`src/hdl/cfg_svc_pkg.sv`:
```
// Behaviour
// - Reboot request falling low in user mode restarts flash loading, with master-SPI boot only
// - Reboot address from user or preset
// - Fixed 64-bit identifier, never altered
// - Serial port shifts identifier out
// - Test input bits shift into chain
// - Pins tri-stated before loading starts
// - Loading: pull-up when select 0, else high-z
// - User mode: design drives used, pulls unused
// - Control-word variant: bit 31, resets 1
// - Pin variant: external select, weak pull-up
package cfg_svc_pkg;

	// Identifier chain width
	localparam int ID_WIDTH = 64;
	// Flash address width for the reboot start point
	localparam int SPI_ADDR_WIDTH = 24;
	// Control word carrying the pull-select
	localparam int CTRL_WIDTH = 32;
	localparam int PULL_SEL_BIT = 31;
	localparam logic [31:0] CTRL_RESET = 32'h8000_0000;
	localparam logic PULL_SEL_RESET = 1'b1;
	// Default user pin count
	localparam int PIN_COUNT = 8;

	// System clock and shift clock limits
	localparam int SYS_CLK_PERIOD_NS = 20;
	localparam int ID_CLK_MAX_MHZ = 20;
	localparam int ID_CLK_MIN_PERIOD_NS = 1000 / ID_CLK_MAX_MHZ;
	// System cycles in one fastest shift clock period (rounded down)
	localparam int ID_CLK_MIN_CYCLES =
		ID_CLK_MIN_PERIOD_NS / SYS_CLK_PERIOD_NS;

	// Configuration phase of the device
	typedef enum logic [1:0] {
		ST_POWER_ON = 2'b00,
		ST_LOADING = 2'b01,
		ST_USER = 2'b10
	} cfg_state_t;

	// Identifier link signals from the fabric, one clock domain
	typedef struct packed {
		logic shift_clk;
		logic shift_en;
		logic test_in;
	} id_link_t;

	// Reboot request toward the flash loader
	typedef struct packed {
		logic start;
		logic [SPI_ADDR_WIDTH-1:0] addr;
	} reboot_t;

endpackage

```
`src/hdl/config_reboot_id_io_ctrl.sv`:
```
module config_reboot_id_io_ctrl
	import cfg_svc_pkg::*;
#(
	parameter int PINS = PIN_COUNT,
	// 1: pull-select lives in the control word, 0: external pin
	parameter bit PULL_SEL_IN_CTRL = 1'b1,
	// Preset reboot address, fixed when the bitstream is built
	parameter logic [SPI_ADDR_WIDTH-1:0] PRESET_ADDR = 24'h00_0000,
	// Arbitrary neutral identifier value
	parameter logic [ID_WIDTH-1:0] ID_VALUE = 64'h0123_4567_89ab_cdef
) (
	// Clock and reset
	input wire logic clk,
	input wire logic rst,
	// Configuration sequencing
	input wire logic boot_strap_master_spi_boot,
	input wire logic load_start,
	input wire logic load_done,
	// Control word written by the bitstream during loading
	input wire logic ctrl_wr,
	input wire logic [CTRL_WIDTH-1:0] ctrl_wdata,
	// External pull-select pin, variant without control word
	input wire logic config_pull_select_pin,
	// Reboot request from user logic
	input wire logic reboot_req_n,
	input wire logic reboot_addr_from_user,
	input wire logic [SPI_ADDR_WIDTH-1:0] reboot_user_addr,
	// Identifier link from user logic, on its own shift clock
	input wire logic id_shift_clk,
	input wire logic id_shift_en,
	input wire logic id_test_in,
	// User design pin drive
	input wire logic [PINS-1:0] user_pin_used,
	input wire logic [PINS-1:0] user_pin_oe,
	input wire logic [PINS-1:0] user_pin_out,
	// Pin control toward the pads
	output logic [PINS-1:0] pin_out,
	output logic [PINS-1:0] pin_oe,
	output logic [PINS-1:0] pin_pull_up,
	// Status and reboot
	output logic master_spi_boot,
	output logic loading,
	output logic user_mode,
	output logic config_pull_select,
	output logic reboot_start,
	output logic [SPI_ADDR_WIDTH-1:0] reboot_addr,
	// Identifier serial answer
	output logic id_dout
);

	// Pull-up for one pin in the given phase
	function automatic logic pull_for(cfg_state_t st, logic sel,
		logic used);
		logic p;
		p = 1'b0;
		case (st)
			ST_POWER_ON: p = 1'b0;
			ST_LOADING: p = ~sel;
			ST_USER: p = ~used;
			default: p = 1'b0;
		endcase
		return p;
	endfunction

	// Drive enable for one pin in the given phase
	function automatic logic oe_for(cfg_state_t st, logic used,
		logic oe);
		logic e;
		e = 1'b0;
		case (st)
			ST_USER: e = used & oe;
			default: e = 1'b0;
		endcase
		return e;
	endfunction

	// ------------------------------------------------------------
	// Link synchronisers
	// ------------------------------------------------------------

	id_link_t link_in; // Raw link bundle
	id_link_t sync1_q; // First stage, read by second only
	id_link_t sync2_q; // Second stage, safe to use
	id_link_t sync3_q; // Held copy for edge finding
	id_link_t sync1_d;
	id_link_t sync2_d;
	id_link_t sync3_d;
	logic pull_pin_s1_q; // Pull-select pin, first stage
	logic pull_pin_s2_q; // Pull-select pin, second stage
	logic pull_pin_s1_d;
	logic pull_pin_s2_d;

	assign link_in.shift_clk = id_shift_clk;
	assign link_in.shift_en = id_shift_en;
	assign link_in.test_in = id_test_in;

	// Next values of the synchroniser chain
	always_comb begin
		sync1_d = link_in;
		sync2_d = sync1_q;
		sync3_d = sync2_q;
		pull_pin_s1_d = config_pull_select_pin;
		pull_pin_s2_d = pull_pin_s1_q;
	end

	// Register the synchronisers; shift clock idles low
	always_ff @(posedge clk or posedge rst) begin
		if (rst) begin
			sync1_q <= '0;
			sync2_q <= '0;
			sync3_q <= '0;
			pull_pin_s1_q <= 1'b1;
			pull_pin_s2_q <= 1'b1;
		end else begin
			sync1_q <= sync1_d;
			sync2_q <= sync2_d;
			sync3_q <= sync3_d;
			pull_pin_s1_q <= pull_pin_s1_d;
			pull_pin_s2_q <= pull_pin_s2_d;
		end
	end

	// Rising shift edge seen after synchronising. The user clock
	// must stay at or below its limit so each full period spans
	// at least two system cycles and no edge is missed.
	logic shift_rise;
	assign shift_rise = sync2_q.shift_clk & ~sync3_q.shift_clk;

	// Enable and data are sampled at the rise; they were changed
	// on the falling edge so they stand a full half period.
	logic shift_pulse;
	assign shift_pulse = shift_rise & sync2_q.shift_en;

	// ------------------------------------------------------------
	// Identifier chain
	// ------------------------------------------------------------

	id_shift_chain #(
		.WIDTH(ID_WIDTH),
		.ID_VALUE(ID_VALUE)
	) u_chain (
		.clk(clk),
		.rst(rst),
		.shift_pulse(shift_pulse),
		.shift_en(sync2_q.shift_en),
		.test_in(sync2_q.test_in),
		.dout(id_dout)
	);

	// ------------------------------------------------------------
	// Boot strap capture
	// ------------------------------------------------------------

	logic strap_taken_q; // Strap captured since reset release
	logic strap_taken_d;
	logic master_spi_boot_q; // Captured master-SPI boot mode
	logic master_spi_boot_d;

	// The strap is caught once, on the first clock after release,
	// so the asynchronous reset only ever loads constants.
	always_comb begin
		strap_taken_d = 1'b1;
		master_spi_boot_d = master_spi_boot_q;
		if (!strap_taken_q) begin
			master_spi_boot_d = boot_strap_master_spi_boot;
		end
	end

	// Register the strap
	always_ff @(posedge clk or posedge rst) begin
		if (rst) begin
			strap_taken_q <= 1'b0;
			master_spi_boot_q <= 1'b0;
		end else begin
			strap_taken_q <= strap_taken_d;
			master_spi_boot_q <= master_spi_boot_d;
		end
	end

	// ------------------------------------------------------------
	// Pull-select source
	// ------------------------------------------------------------

	logic [CTRL_WIDTH-1:0] ctrl_q; // Control word from the bitstream
	logic [CTRL_WIDTH-1:0] ctrl_d;
	cfg_state_t state_q; // Configuration phase
	cfg_state_t state_d;

	// Only the bitstream writes the control word, so writes are
	// honoured during loading and ignored in every other phase.
	always_comb begin
		ctrl_d = ctrl_q;
		if (ctrl_wr && state_q == ST_LOADING) begin
			ctrl_d = ctrl_wdata;
		end
	end

	// Register the control word; it resets to pull-select high
	always_ff @(posedge clk or posedge rst) begin
		if (rst) begin
			ctrl_q <= CTRL_RESET;
		end else begin
			ctrl_q <= ctrl_d;
		end
	end

	// Select the variant; an undriven pin reads high through its
	// weak pull, matching the reset value of the other variant
	logic pull_sel;
	assign pull_sel = PULL_SEL_IN_CTRL ? ctrl_q[PULL_SEL_BIT]
		: pull_pin_s2_q;

	// ------------------------------------------------------------
	// Phase sequencer and reboot
	// ------------------------------------------------------------

	logic req_n_prev_q; // Previous reboot request level
	logic req_n_prev_d;
	logic reboot_go;
	reboot_t reboot_q; // Registered reboot command
	reboot_t reboot_d;

	// A new request is the drop of the line to 0 in user mode with
	// master-SPI boot; a line held low cannot trigger again.
	assign reboot_go = state_q == ST_USER && master_spi_boot_q
		&& !reboot_req_n && req_n_prev_q;

	// Phase and reboot next values
	always_comb begin
		state_d = state_q;
		req_n_prev_d = reboot_req_n;
		reboot_d.start = 1'b0;
		reboot_d.addr = reboot_q.addr;
		case (state_q)
			ST_POWER_ON: begin
				// Pins stay high-z until loading begins
				if (load_start) begin
					state_d = ST_LOADING;
				end
			end
			ST_LOADING: begin
				if (load_done) begin
					state_d = ST_USER;
				end
			end
			ST_USER: begin
				if (reboot_go) begin
					// Restart loading from the chosen address
					state_d = ST_LOADING;
					reboot_d.start = 1'b1;
					reboot_d.addr = reboot_addr_from_user
						? reboot_user_addr
						: PRESET_ADDR;
				end
			end
			default: begin
				state_d = ST_POWER_ON;
			end
		endcase
	end

	// Register phase and reboot command
	always_ff @(posedge clk or posedge rst) begin
		if (rst) begin
			state_q <= ST_POWER_ON;
			req_n_prev_q <= 1'b1;
			reboot_q <= '0;
		end else begin
			state_q <= state_d;
			req_n_prev_q <= req_n_prev_d;
			reboot_q <= reboot_d;
		end
	end

	// ------------------------------------------------------------
	// Pin control
	// ------------------------------------------------------------

	logic [PINS-1:0] pin_out_q; // Registered pad drive
	logic [PINS-1:0] pin_oe_q;
	logic [PINS-1:0] pin_pull_q;
	logic [PINS-1:0] pin_out_d;
	logic [PINS-1:0] pin_oe_d;
	logic [PINS-1:0] pin_pull_d;

	// Each pin takes its state from the next phase, so the pads
	// change in the same edge as the phase outputs do.
	generate
		for (genvar i = 0; i < PINS; i++) begin : g_pin
			always_comb begin
				pin_pull_d[i] = pull_for(state_d, pull_sel,
					user_pin_used[i]);
				pin_oe_d[i] = oe_for(state_d, user_pin_used[i],
					user_pin_oe[i]);
				pin_out_d[i] = pin_oe_d[i] & user_pin_out[i];
			end
		end
	endgenerate

	// Register pad controls; all pins high-z out of reset
	always_ff @(posedge clk or posedge rst) begin
		if (rst) begin
			pin_out_q <= '0;
			pin_oe_q <= '0;
			pin_pull_q <= '0;
		end else begin
			pin_out_q <= pin_out_d;
			pin_oe_q <= pin_oe_d;
			pin_pull_q <= pin_pull_d;
		end
	end

	// ------------------------------------------------------------
	// Status outputs
	// ------------------------------------------------------------

	logic loading_q; // Phase flags, registered for clean outputs
	logic user_q;
	logic pull_sel_q;
	logic loading_d;
	logic user_d;
	logic pull_sel_d;

	// Phase flag next values follow the next phase; pull-select follows its source
	always_comb begin
		loading_d = state_d == ST_LOADING;
		user_d = state_d == ST_USER;
		pull_sel_d = pull_sel;
	end

	// Register status
	always_ff @(posedge clk or posedge rst) begin
		if (rst) begin
			loading_q <= 1'b0;
			user_q <= 1'b0;
			pull_sel_q <= PULL_SEL_RESET;
		end else begin
			loading_q <= loading_d;
			user_q <= user_d;
			pull_sel_q <= pull_sel_d;
		end
	end

	assign pin_out = pin_out_q;
	assign pin_oe = pin_oe_q;
	assign pin_pull_up = pin_pull_q;
	assign master_spi_boot = master_spi_boot_q;
	assign loading = loading_q;
	assign user_mode = user_q;
	assign config_pull_select = pull_sel_q;
	assign reboot_start = reboot_q.start;
	assign reboot_addr = reboot_q.addr;

endmodule

```
`src/hdl/id_shift_chain.sv`:
```
module id_shift_chain
	import cfg_svc_pkg::*;
#(
	parameter int WIDTH = ID_WIDTH,
	// Arbitrary neutral identifier value, stands for the fused one
	parameter logic [63:0] ID_VALUE = 64'h0123_4567_89ab_cdef
) (
	// Clock and reset
	input wire logic clk,
	input wire logic rst,
	// Synchronised link controls
	input wire logic shift_pulse,
	input wire logic shift_en,
	input wire logic test_in,
	// Serial answer
	output logic dout
);

	logic [WIDTH-1:0] chain_q; // Working copy of the identifier
	logic [WIDTH-1:0] chain_d;
	logic dout_q; // Registered serial output
	logic dout_d;

	// The fused value is a constant; only the copy moves, so the
	// identifier itself can never be lost. Reload while idle.
	always_comb begin
		chain_d = chain_q;
		dout_d = dout_q;
		if (!shift_en) begin
			chain_d = ID_VALUE[WIDTH-1:0];
			dout_d = ID_VALUE[WIDTH-1];
		end else if (shift_pulse) begin
			// Move one place, test bit enters at the far end
			chain_d = {chain_q[WIDTH-2:0], test_in};
			dout_d = chain_q[WIDTH-2];
		end
	end

	// Register the chain and the output bit
	always_ff @(posedge clk or posedge rst) begin
		if (rst) begin
			chain_q <= '0;
			dout_q <= 1'b0;
		end else begin
			chain_q <= chain_d;
			dout_q <= dout_d;
		end
	end

	assign dout = dout_q;

endmodule

```
`config.mk`:
```
export PLATFORM = sky130hd
export DESIGN_NAME = config_reboot_id_io_ctrl
export DESIGN_NICKNAME = d
export VERILOG_FILES = /design/src/hdl/cfg_svc_pkg.sv /design/src/hdl/config_reboot_id_io_ctrl.sv /design/src/hdl/id_shift_chain.sv
export SDC_FILE = /design/constraint.sdc
export NUM_CORES = 1
export LEC_CHECK = 0
export CAP_MARGIN = 20
export CORE_UTILIZATION = 50
export CTS_BUF_LIST = sky130_fd_sc_hd__clkbuf_8
export CTS_CLUSTER_DIAMETER = 120
export DETAILED_ROUTE_END_ITERATION = 6
export DONT_BUFFER_PORTS = 1
export SYNTH_ARGS = -nofsm -noshare
export SYNTH_HDL_FRONTEND = slang
export SYNTH_SLANG_ARGS = --single-unit
```
`constraint.sdc`:
```
create_clock -name clk -period 5.2 [get_ports clk]
set_input_delay 0.78 -clock clk [delete_from_list [all_inputs] [get_ports clk]]
set_output_delay 0.78 -clock clk [all_outputs]
set_load 0.05 [all_outputs]
```
==> metrics.md, run 1 <==
| Metric | Value |
|---|---|
| Post-CTS setup buffers | `0` |
| Count of fill cells added during filler insertion | `788` |
| Critical path type | `flop to flop` |
| TritonCTS clock tree | `done` |
| Clock-pin slew reported for the worst setup and hold paths after clock tree synthesis | `0.07 ns` |
| Number of cells produced by synthesis | `345` |
| Number of nets in the final layout | `443` |
| Max Transition Viols Final | `0` |
| Final Hold Violating Endpoints | `0` |
| Reported max-cap violation count | `0` |
| Area Growth Syn to Fin | `11.4%` |
| Placed inst area | `0.00481 mm^2` |
| Average instance area after synthesis | `13.9 um^2` |
| Run status | `complete, no violations` |
| Max Fclk | `408 MHz` |
| Largest buffer count on any clock path | `2` |
| First-pass GRT wire length | `13200 um` |
| Class of the tightest hold or removal check | `input port to flop` |
| Site row count | `35` |
| Hold-fix buffer count after cts | `0` |
| Unrepaired setup endpoints after global routing | `no` |
| Kind of end point of the critical path | `flop` |
| Nets in the synthesized netlist | `440` |
| Detailed-route wire length per cell | `16.4 um` |
| Final WL | `8070 um` |
| Via density per instance | `5.22` |
| IO Count | `146` |
| Number of optimization iterations in the first detailed-route pass | `4` |
| Final cell area excluding filler cells | `0.00534 mm^2` |
| Remaining design rule violation count | `0` |
| Final global-route overflow total | `0` |
| Crit path launch | `master_spi_boot$_DFFE_PP0N_` |
| LEAKAGE | `2.42 nW` |
| Transition at the pin with the smallest max-transition slack | `0.843 ns` |
| Worst clock skew | `0.00914 ns` |
| Core area | `0.00928 mm^2` |
| Endpoint arrival time on the critical path | `2.77 ns` |
| Worst Hold Path EP | `req_n_prev_q$_DFF_PP1_` |
| Maximum number of pins on one net before global-route repair | `72` |
| Detailed Place HPWL | `4910 um` |
| Overall power consumption | `3.11 mW` |
| Launch point of the worst hold path | `reboot_req_n` |
| Post-route worst hold slack | `0.350 ns` |
| Number of antenna violations at the first check in global routing | `2` |
| Post-synthesis sequential element count | `129` |
| Clock latency on the worst-skew pair | `0.42 ns` |
| TritonCTS Sinks | `129` |
| Worst reg-to-reg setup slack | `2.75 ns` |
| Maximum fanout along the worst path | `27` |
| Setup TNS | `0 ns` |
| Die width | `99.9 um` |
| Number of levels the H-tree was split into | `4` |
| Startpoint class of the critical path | `flop` |
| Die outline area | `0.00998 mm^2` |
| Total of cells resized after clock tree synthesis | `0` |
| FF-to-FF End | `pin_out[7]$_DFF_PP0_` |
| Count of synthesis-stage warnings from yosys | `0` |
| Source of the worst register-to-register timing path | `master_spi_boot$_DFFE_PP0N_` |
| Number of distinct library cells after synthesis | `30` |
| Tcrit/Tclk final | `47.1%` |
| Via count | `2568` |
| Maximum vdd drop | `363 uV` |
| Worst reg2reg path depth | `6` |
| Number of cells traversed by the worst hold path | `0` |
| Power Density | `582 mW/mm^2` |
| Summed instance area of the synthesized netlist | `0.00479 mm^2` |
| RePlAce Congestion | `0.719` |
| Share of post-route cells with drive strength above 1 | `13.3%` |
| Drt initial violations | `83` |
| Starting Density | `51.6%` |
| Total track usage | `17.8%` |
| Clock root buffer | `clkbuf_8` |
| Die Span Y | `99.9 um` |
| Post-layout min period | `2.45 ns` |
| Tightest slew margin relative to the limit | `43.8%` |
| Number of buffers inserted during clock tree synthesis | `17` |
| Antenna Nets Post-Route | `0` |
| Final setup violation count | `0` |
| Worst endpoint required time | `5.52 ns` |
| Vias in the first global route | `2642` |
| Sequential area share after synthesis | `67.4%` |
| Count of input and output buffers | `0` |
## power breakdown
group	switching [mW]	internal, mW	total [mW]	leakage [nW]
logic	0.169	0.130	0.299	0.638
registers	0.672	1.18	1.86	1.55
clock network	0.390	0.564	0.954	0.231
## layout make-up
type | count | area [um^2] | area share [%]
Timing Repair Buffer | 5 | 85.1 | 1.59
Tap cell | 129 | 161 | 3.02
Antenna cell | 2 | 5.00 | 0.0937
Clock buffer | 20 | 275 | 5.15
Sequential cell | 129 | 3230 | 60.5
Inverter | 27 | 104 | 1.94
Clock inverter | 12 | 180 | 3.37
Multi-Input combinational cell | 168 | 1300 | 24.3
## state kept, by name, indices dropped and copies added (netlist names), 2 cells and up
register	cells
u_chain.chain_q	63
reboot_addr	24
pin_oe	8
pin_out	8
pin_pull_up	8
sync1_q	3
sync2_q	3
state_q	2
## logic make-up after synthesis
kind of cell             Yosys count  synth area share (%)
adder cells (fa/ha/maj)            3                 0.783
AO/OA/AOI/OAI                     75                  12.9
multiplexers                      28                  5.90
other                              1                0.0782
buffers and inverters             48                  5.53
AND/OR/NAND/NOR                   61                  7.33
flip-flops                       129                  67.4
## synth_stat cells
| library cell | number | share of area, % |
|---|---|---|
| o21ai_0 | 1 | 0.10 |
| a21oi_1 | 8 | 0.84 |
| and3_1 | 8 | 1.0 |
| clkbuf_2 | 1 | 0.10 |
| nor2_1 | 1 | 0.078 |
| mux2_2 | 2 | 0.47 |
| and2_1 | 9 | 1.2 |
| mux2i_1 | 26 | 5.4 |
| nand2b_4 | 1 | 0.29 |
| o22a_2 | 1 | 0.21 |
| or2_1 | 1 | 0.13 |
| dfstp_2 | 3 | 1.6 |
| conb_1 | 1 | 0.078 |
| inv_1 | 27 | 2.1 |
| buf_12 | 2 | 0.84 |
| nand4b_4 | 1 | 0.50 |
| or2b_1 | 1 | 0.16 |
| nand2b_1 | 9 | 1.2 |
| and2b_2 | 1 | 0.18 |
| o22a_1 | 31 | 5.7 |
| buf_2 | 5 | 0.52 |
| o21a_1 | 1 | 0.16 |
| buf_6 | 6 | 1.4 |
| nand2_1 | 28 | 2.2 |
| clkbuf_1 | 7 | 0.55 |
| a22o_1 | 32 | 5.8 |
| dfrtp_1 | 126 | 66 |
| nor2_8 | 1 | 0.42 |
| o22ai_1 | 1 | 0.13 |
| ha_1 | 3 | 0.78 |
## how the worst max path moves through the flow
stage,slack (ns),to,depth (start not counted)
floorplan,0.98,loading$_DFF_PP0_,1
global placement,2.65,pin_out[7]$_DFF_PP0_,6
detailed placement,2.64,pin_out[7]$_DFF_PP0_,6
CTS,2.70,pin_out[2]$_DFF_PP0_,6
global route,2.59,pin_out[5]$_DFF_PP0_,6
finish,2.75,pin_out[7]$_DFF_PP0_,6
## placed cells by master (no fill, tap or decap), drive strengths merged, types with 2 or more instances in the layout
cell and count:
ha 3, bufinv 4, nor2 2, clkbuf 20, nand2 28, dfstp 3, mux2i 26, a22o 32
nand2b 10, o22a 32, diode 2, mux2 2, dfrtp 126, and3 8, and2 9, inv 30
clkinv 4, a21oi 8, buf 5
## routing by layer
| layer | vias up | global-route usage [%] | share of wire, % |
|---|---|---|---|
| met3 | 13 | 9.68 | 6.9 |
| met2 | 72 | 26.0 | 47 |
| met5 | - | 0 | 0 |
| li1 | 1200 | - | - |
| met4 | 0 | 7.24 | 1.4 |
| met1 | 1283 | 22.1 | 44 |
## worst max-delay path, cell delays in order, from the launching register on
cell      delay [ns]
dfrtp_1         0.71
nand4b_4        0.21
nor2_8          0.48
o21ai_0         0.25
ha_1            0.34
and3_1          0.21
and2_1          0.15
## metrics by stage
stage | util [%] | instances | worst slack, ns
2_1_floorplan | - | 345 | 0.984
3_3_place_gp | 51.8 | 455 | 2.65
3_5_place_dp | 51.8 | 455 | 2.64
4_1_cts | 56.7 | 487 | 2.70
5_1_grt | 57.5 | 492 | 2.59
6_report | 57.5 | 492 | 2.75
No activity file was read; power rests on OpenSTA's default activity.
==> run 2, diff against run 1 <==
--- a/config.mk
+++ b/config.mk
@@ -5,12 +5,14 @@
 export SDC_FILE = /design/constraint.sdc
 export NUM_CORES = 1
 export LEC_CHECK = 0
+export ABC_AREA = 1
 export CAP_MARGIN = 20
 export CORE_UTILIZATION = 50
 export CTS_BUF_LIST = sky130_fd_sc_hd__clkbuf_8
 export CTS_CLUSTER_DIAMETER = 120
 export DETAILED_ROUTE_END_ITERATION = 6
 export DONT_BUFFER_PORTS = 1
+export PLACE_DENSITY = 0.68
 export SYNTH_ARGS = -nofsm -noshare
 export SYNTH_HDL_FRONTEND = slang
 export SYNTH_SLANG_ARGS = --single-unit
==> constraint.sdc (replaced) <==
create_clock -name clk -period 2.05 [get_ports clk]
set_input_delay 0.3075 -clock clk [delete_from_list [all_inputs] [get_ports clk]]
set_output_delay 0.3075 -clock clk [all_outputs]
set_load 0.05 [all_outputs]
==> metrics.md, run 2 <==
| Metric | Value |
|---|---|
| Commonest register cell after synthesis | `dfrtp_1` |
| Worst endpoint required time | `2.40 ns (-3.12 ns)` |
| Vias in the first global route | `3534 (+34%)` |
| Reported max-cap violation count | `0 (unchanged)` |
| Clock latency on the worst-skew pair | `0.43 ns (about the same)` |
| Share of async-settable or async-resettable flops after synthesis | `100% (unchanged)` |
| Die width | `103 um (+2.7%)` |
| Maximum number of pins on one net before global-route repair | `130 (+81%)` |
| Final setup violation count | `0 (unchanged)` |
| Startpoint class of the critical path | `flop` |
| Transition at the pin with the smallest max-transition slack | `0.659 ns (-0.184 ns)` |
| Core area | `0.00977 mm^2 (+5.3%)` |
| RePlAce Congestion | `0.694 (-3.5%)` |
| Maximum fanout along the worst path | `8 (-70%)` |
| IO Count | `146 (unchanged)` |
| Class of the tightest hold or removal check | `input port to flop` |
| Share of Yosys cell area claimed by the top area cell type | `62.3% (-3.5 points)` |
| Clock-pin slew reported for the worst setup and hold paths after clock tree synthesis | `0.08 ns (about the same)` |
| Final WL | `9260 um (+15%)` |
| Die outline area | `0.0105 mm^2 (+5.5%)` |
| Final cell area excluding filler cells | `0.00576 mm^2 (+7.8%)` |
| Number of optimization iterations in the first detailed-route pass | `4 (unchanged)` |
| Critical path type | `flop to flop` |
| TritonCTS Sinks | `129 (unchanged)` |
| Final Hold Violating Endpoints | `0 (unchanged)` |
| LEAKAGE | `3.18 nW (+32%)` |
| Number of levels the H-tree was split into | `4 (unchanged)` |
| Tightest slew margin relative to the limit | `56.1% (+12 points)` |
| Average instance area after synthesis | `9.15 um^2 (-34%)` |
| Max Fclk | `568 MHz (+39%)` |
| Site row count | `36 (+2.9%)` |
| Die Span Y | `103 um (+2.7%)` |
| Endpoint arrival time on the critical path | `2.11 ns (-0.66 ns)` |
| Sequential area share after synthesis | `63.9% (-3.6 points)` |
| Final global-route overflow total | `0 (unchanged)` |
| Tcrit/Tclk final | `85.9% (+39 points)` |
| Kind of end point of the critical path | `flop` |
| Antenna Nets Post-Route | `0 (unchanged)` |
| Starting Density | `51.8% (+0.15 points)` |
| ANT cells | `0 (-2)` |
| Clock root buffer | `clkbuf_8` |
| Number of cells produced by synthesis | `553 (+60%)` |
| Remaining design rule violation count | `0 (unchanged)` |
| Most frequent cells after synthesis | `250 x nand2_1, 126 x dfrtp_1, 62 x inv_1` |
| Most instantiated library cell after synthesis | `nand2_1` |
| First-pass GRT wire length | `16100 um (+22%)` |
| Most common cell after layout, fill and taps aside | `nand2_1` |
| Nets in the synthesized netlist | `648 (+47%)` |
| Ranking of synthesized cells by area | `dfrtp_1 62%, nand2_1 19%, inv_1 4.6%` |
| Share of post-route cells with drive strength above 1 | `9.37% (-3.9 points)` |
| Setup TNS | `0 ns (unchanged)` |
| Max Transition Viols Final | `0 (unchanged)` |
| Number of enable-type register cells in the synthesized netlist | `0 (unchanged)` |
| Summed instance area of the synthesized netlist | `0.00506 mm^2 (+5.6%)` |
| TritonCTS clock tree | `done` |
| Power Density | `1250 mW/mm^2 (+120%)` |
| Count of fill cells added during filler insertion | `856 (+8.6%)` |
| Largest buffer count on any clock path | `2 (unchanged)` |
| Register name with the most flops | `u_chain.chain_q` |
| Maximum vdd drop | `839 uV (+130%)` |
| Count of input and output buffers | `0 (unchanged)` |
| Number of nets in the final layout | `669 (+51%)` |
| Placed inst area | `0.00514 mm^2 (+6.8%)` |
| Flip-flop count of the largest register after layout | `63 (unchanged)` |
| Number of buffers inserted during clock tree synthesis | `17 (unchanged)` |
| Detailed Place HPWL | `5700 um (+16%)` |
| Worst clock skew | `0.0112 ns (+0.00207 ns)` |
| Post-layout min period | `1.76 ns (-0.692 ns)` |
| Count of synthesis-stage warnings from yosys | `0 (unchanged)` |
| Total track usage | `20.2% (+2.4 points)` |
| Largest area contributor in the synthesized netlist | `dfrtp_1` |
| Detailed-route wire length per cell | `12.9 um (-22%)` |
| Via density per instance | `4.81 (-7.9%)` |
| Post-synthesis sequential element count | `129 (unchanged)` |
| Drt initial violations | `200 (+140%)` |
| Total of cells resized after clock tree synthesis | `0 (unchanged)` |
| Area Growth Syn to Fin | `13.7%` |
| Unrepaired setup endpoints after global routing | `no` |
| Run status | `complete, no violations` |
| Highest-count cells in the layout ignoring fill and taps | `250 x nand2_1, 126 x dfrtp_1, 61 x inv_1` |
| Via count | `3460 (+35%)` |
| Number of antenna violations at the first check in global routing | `0 (-2)` |
| Number of distinct library cells after synthesis | `21 (-30%)` |
-- run 2: final timing paths --
kind                                       from                              end  slack, ns  depth (start not counted)
hold reg to reg            sync1_q[2]$_DFF_PP0_             sync2_q[2]$_DFF_PP0_       0.35                          0
min in group asynchronous                   rst  u_chain.chain_q[54]$_DFFE_PP0P_       0.55                          3
setup / recovery           state_q[1]$_DFF_PP0_             pin_out[3]$_DFF_PP0_       0.29                          6
setup reg to reg           state_q[1]$_DFF_PP0_             pin_out[3]$_DFF_PP0_       0.29                          6
max in group asynchronous                   rst      reboot_addr[20]$_DFFE_PP0P_       1.02                          3
hold / removal                          ctrl_wr           ctrl_q[31]$_DFFE_PP1P_       0.03                          2
-- run 2: cell families (layout without fill, tap and decap cells) --
| kind of cell | Yosys count | after routing | synth area share [%] |
|---|---|---|---|
| AO/OA/AOI/OAI | 53 | 53 | 5.46 |
| adder cells (fa/ha/maj) | 3 | 3 | 0.742 |
| buffers and inverters | 89 | 123 | 8.28 |
| flip-flops | 129 | 129 | 63.9 |
| multiplexers | 1 | 1 | 0.222 |
| other | 1 | 1 | 0.0741 |
| AND/OR/NAND/NOR | 277 | 277 | 21.4 |
-- run 2: power by group --
| part | internal, mW | switching (mW) | leakage, nW |
|---|---|---|---|
| Sequential | 2.92 | 1.14 | 1.65 |
| Combinational | 0.253 | 0.496 | 1.31 |
| Clock | 1.38 | 1.02 | 0.218 |
-- run 2: layout make-up --
class / instances / area [um^2] / area share, %
clock buffer: 18 / 248 / 4.30
clock inverter: 14 / 203 / 3.52
inverter: 65 / 248 / 4.30
multi-input combinational: 335 / 1410 / 24.5
sequential: 129 / 3230 / 56.1
tap: 133 / 166 / 2.89
timing repair buffer: 26 / 250 / 4.35
-- run 2: repair_timing --
item,4_1_cts,5_1_grt
endpoints found under the hold margin,140,1
setup buffers,0,0
hold buffers,15,2
setup endpoints to repair,0,0
-- run 2: worst max-delay path, cell delays in order, from the launching register on --
cell	delay (ns)
dfrtp_1	0.39
inv_2	0.09
nand2_1	0.05
o21ai_0	0.38
ha_1	0.46
nand3_1	0.18
nor2_1	0.14
-- run 2: per-layer routing --
metal | global-route usage (%) | vias to the layer above | part of all wire [%]
met5 | 0 | - | 0
met4 | 8.79 | 0 | 1.9
met3 | 7.93 | 16 | 6.9
met2 | 32.4 | 97 | 48
met1 | 24.3 | 1650 | 43
li1 | - | 1697 | -
-- run 2: stage by stage --
step | hold WS (ns) | util, % | cells | power, mW | worst slack, ns
after floorplan | 0.312 | - | 553 | 4.64 | 0.150
after global placement | 0.312 | 52.5 | 671 | 4.81 | 0.411
after detailed placement | 0.312 | 52.5 | 671 | 4.85 | 0.309
after CTS | 0.00153 | 58.7 | 718 | 7.28 | 0.277
after global routing | 0.00151 | 58.9 | 720 | 7.57 | 0.0966
final | 0.0258 | 58.9 | 720 | 7.22 | 0.290
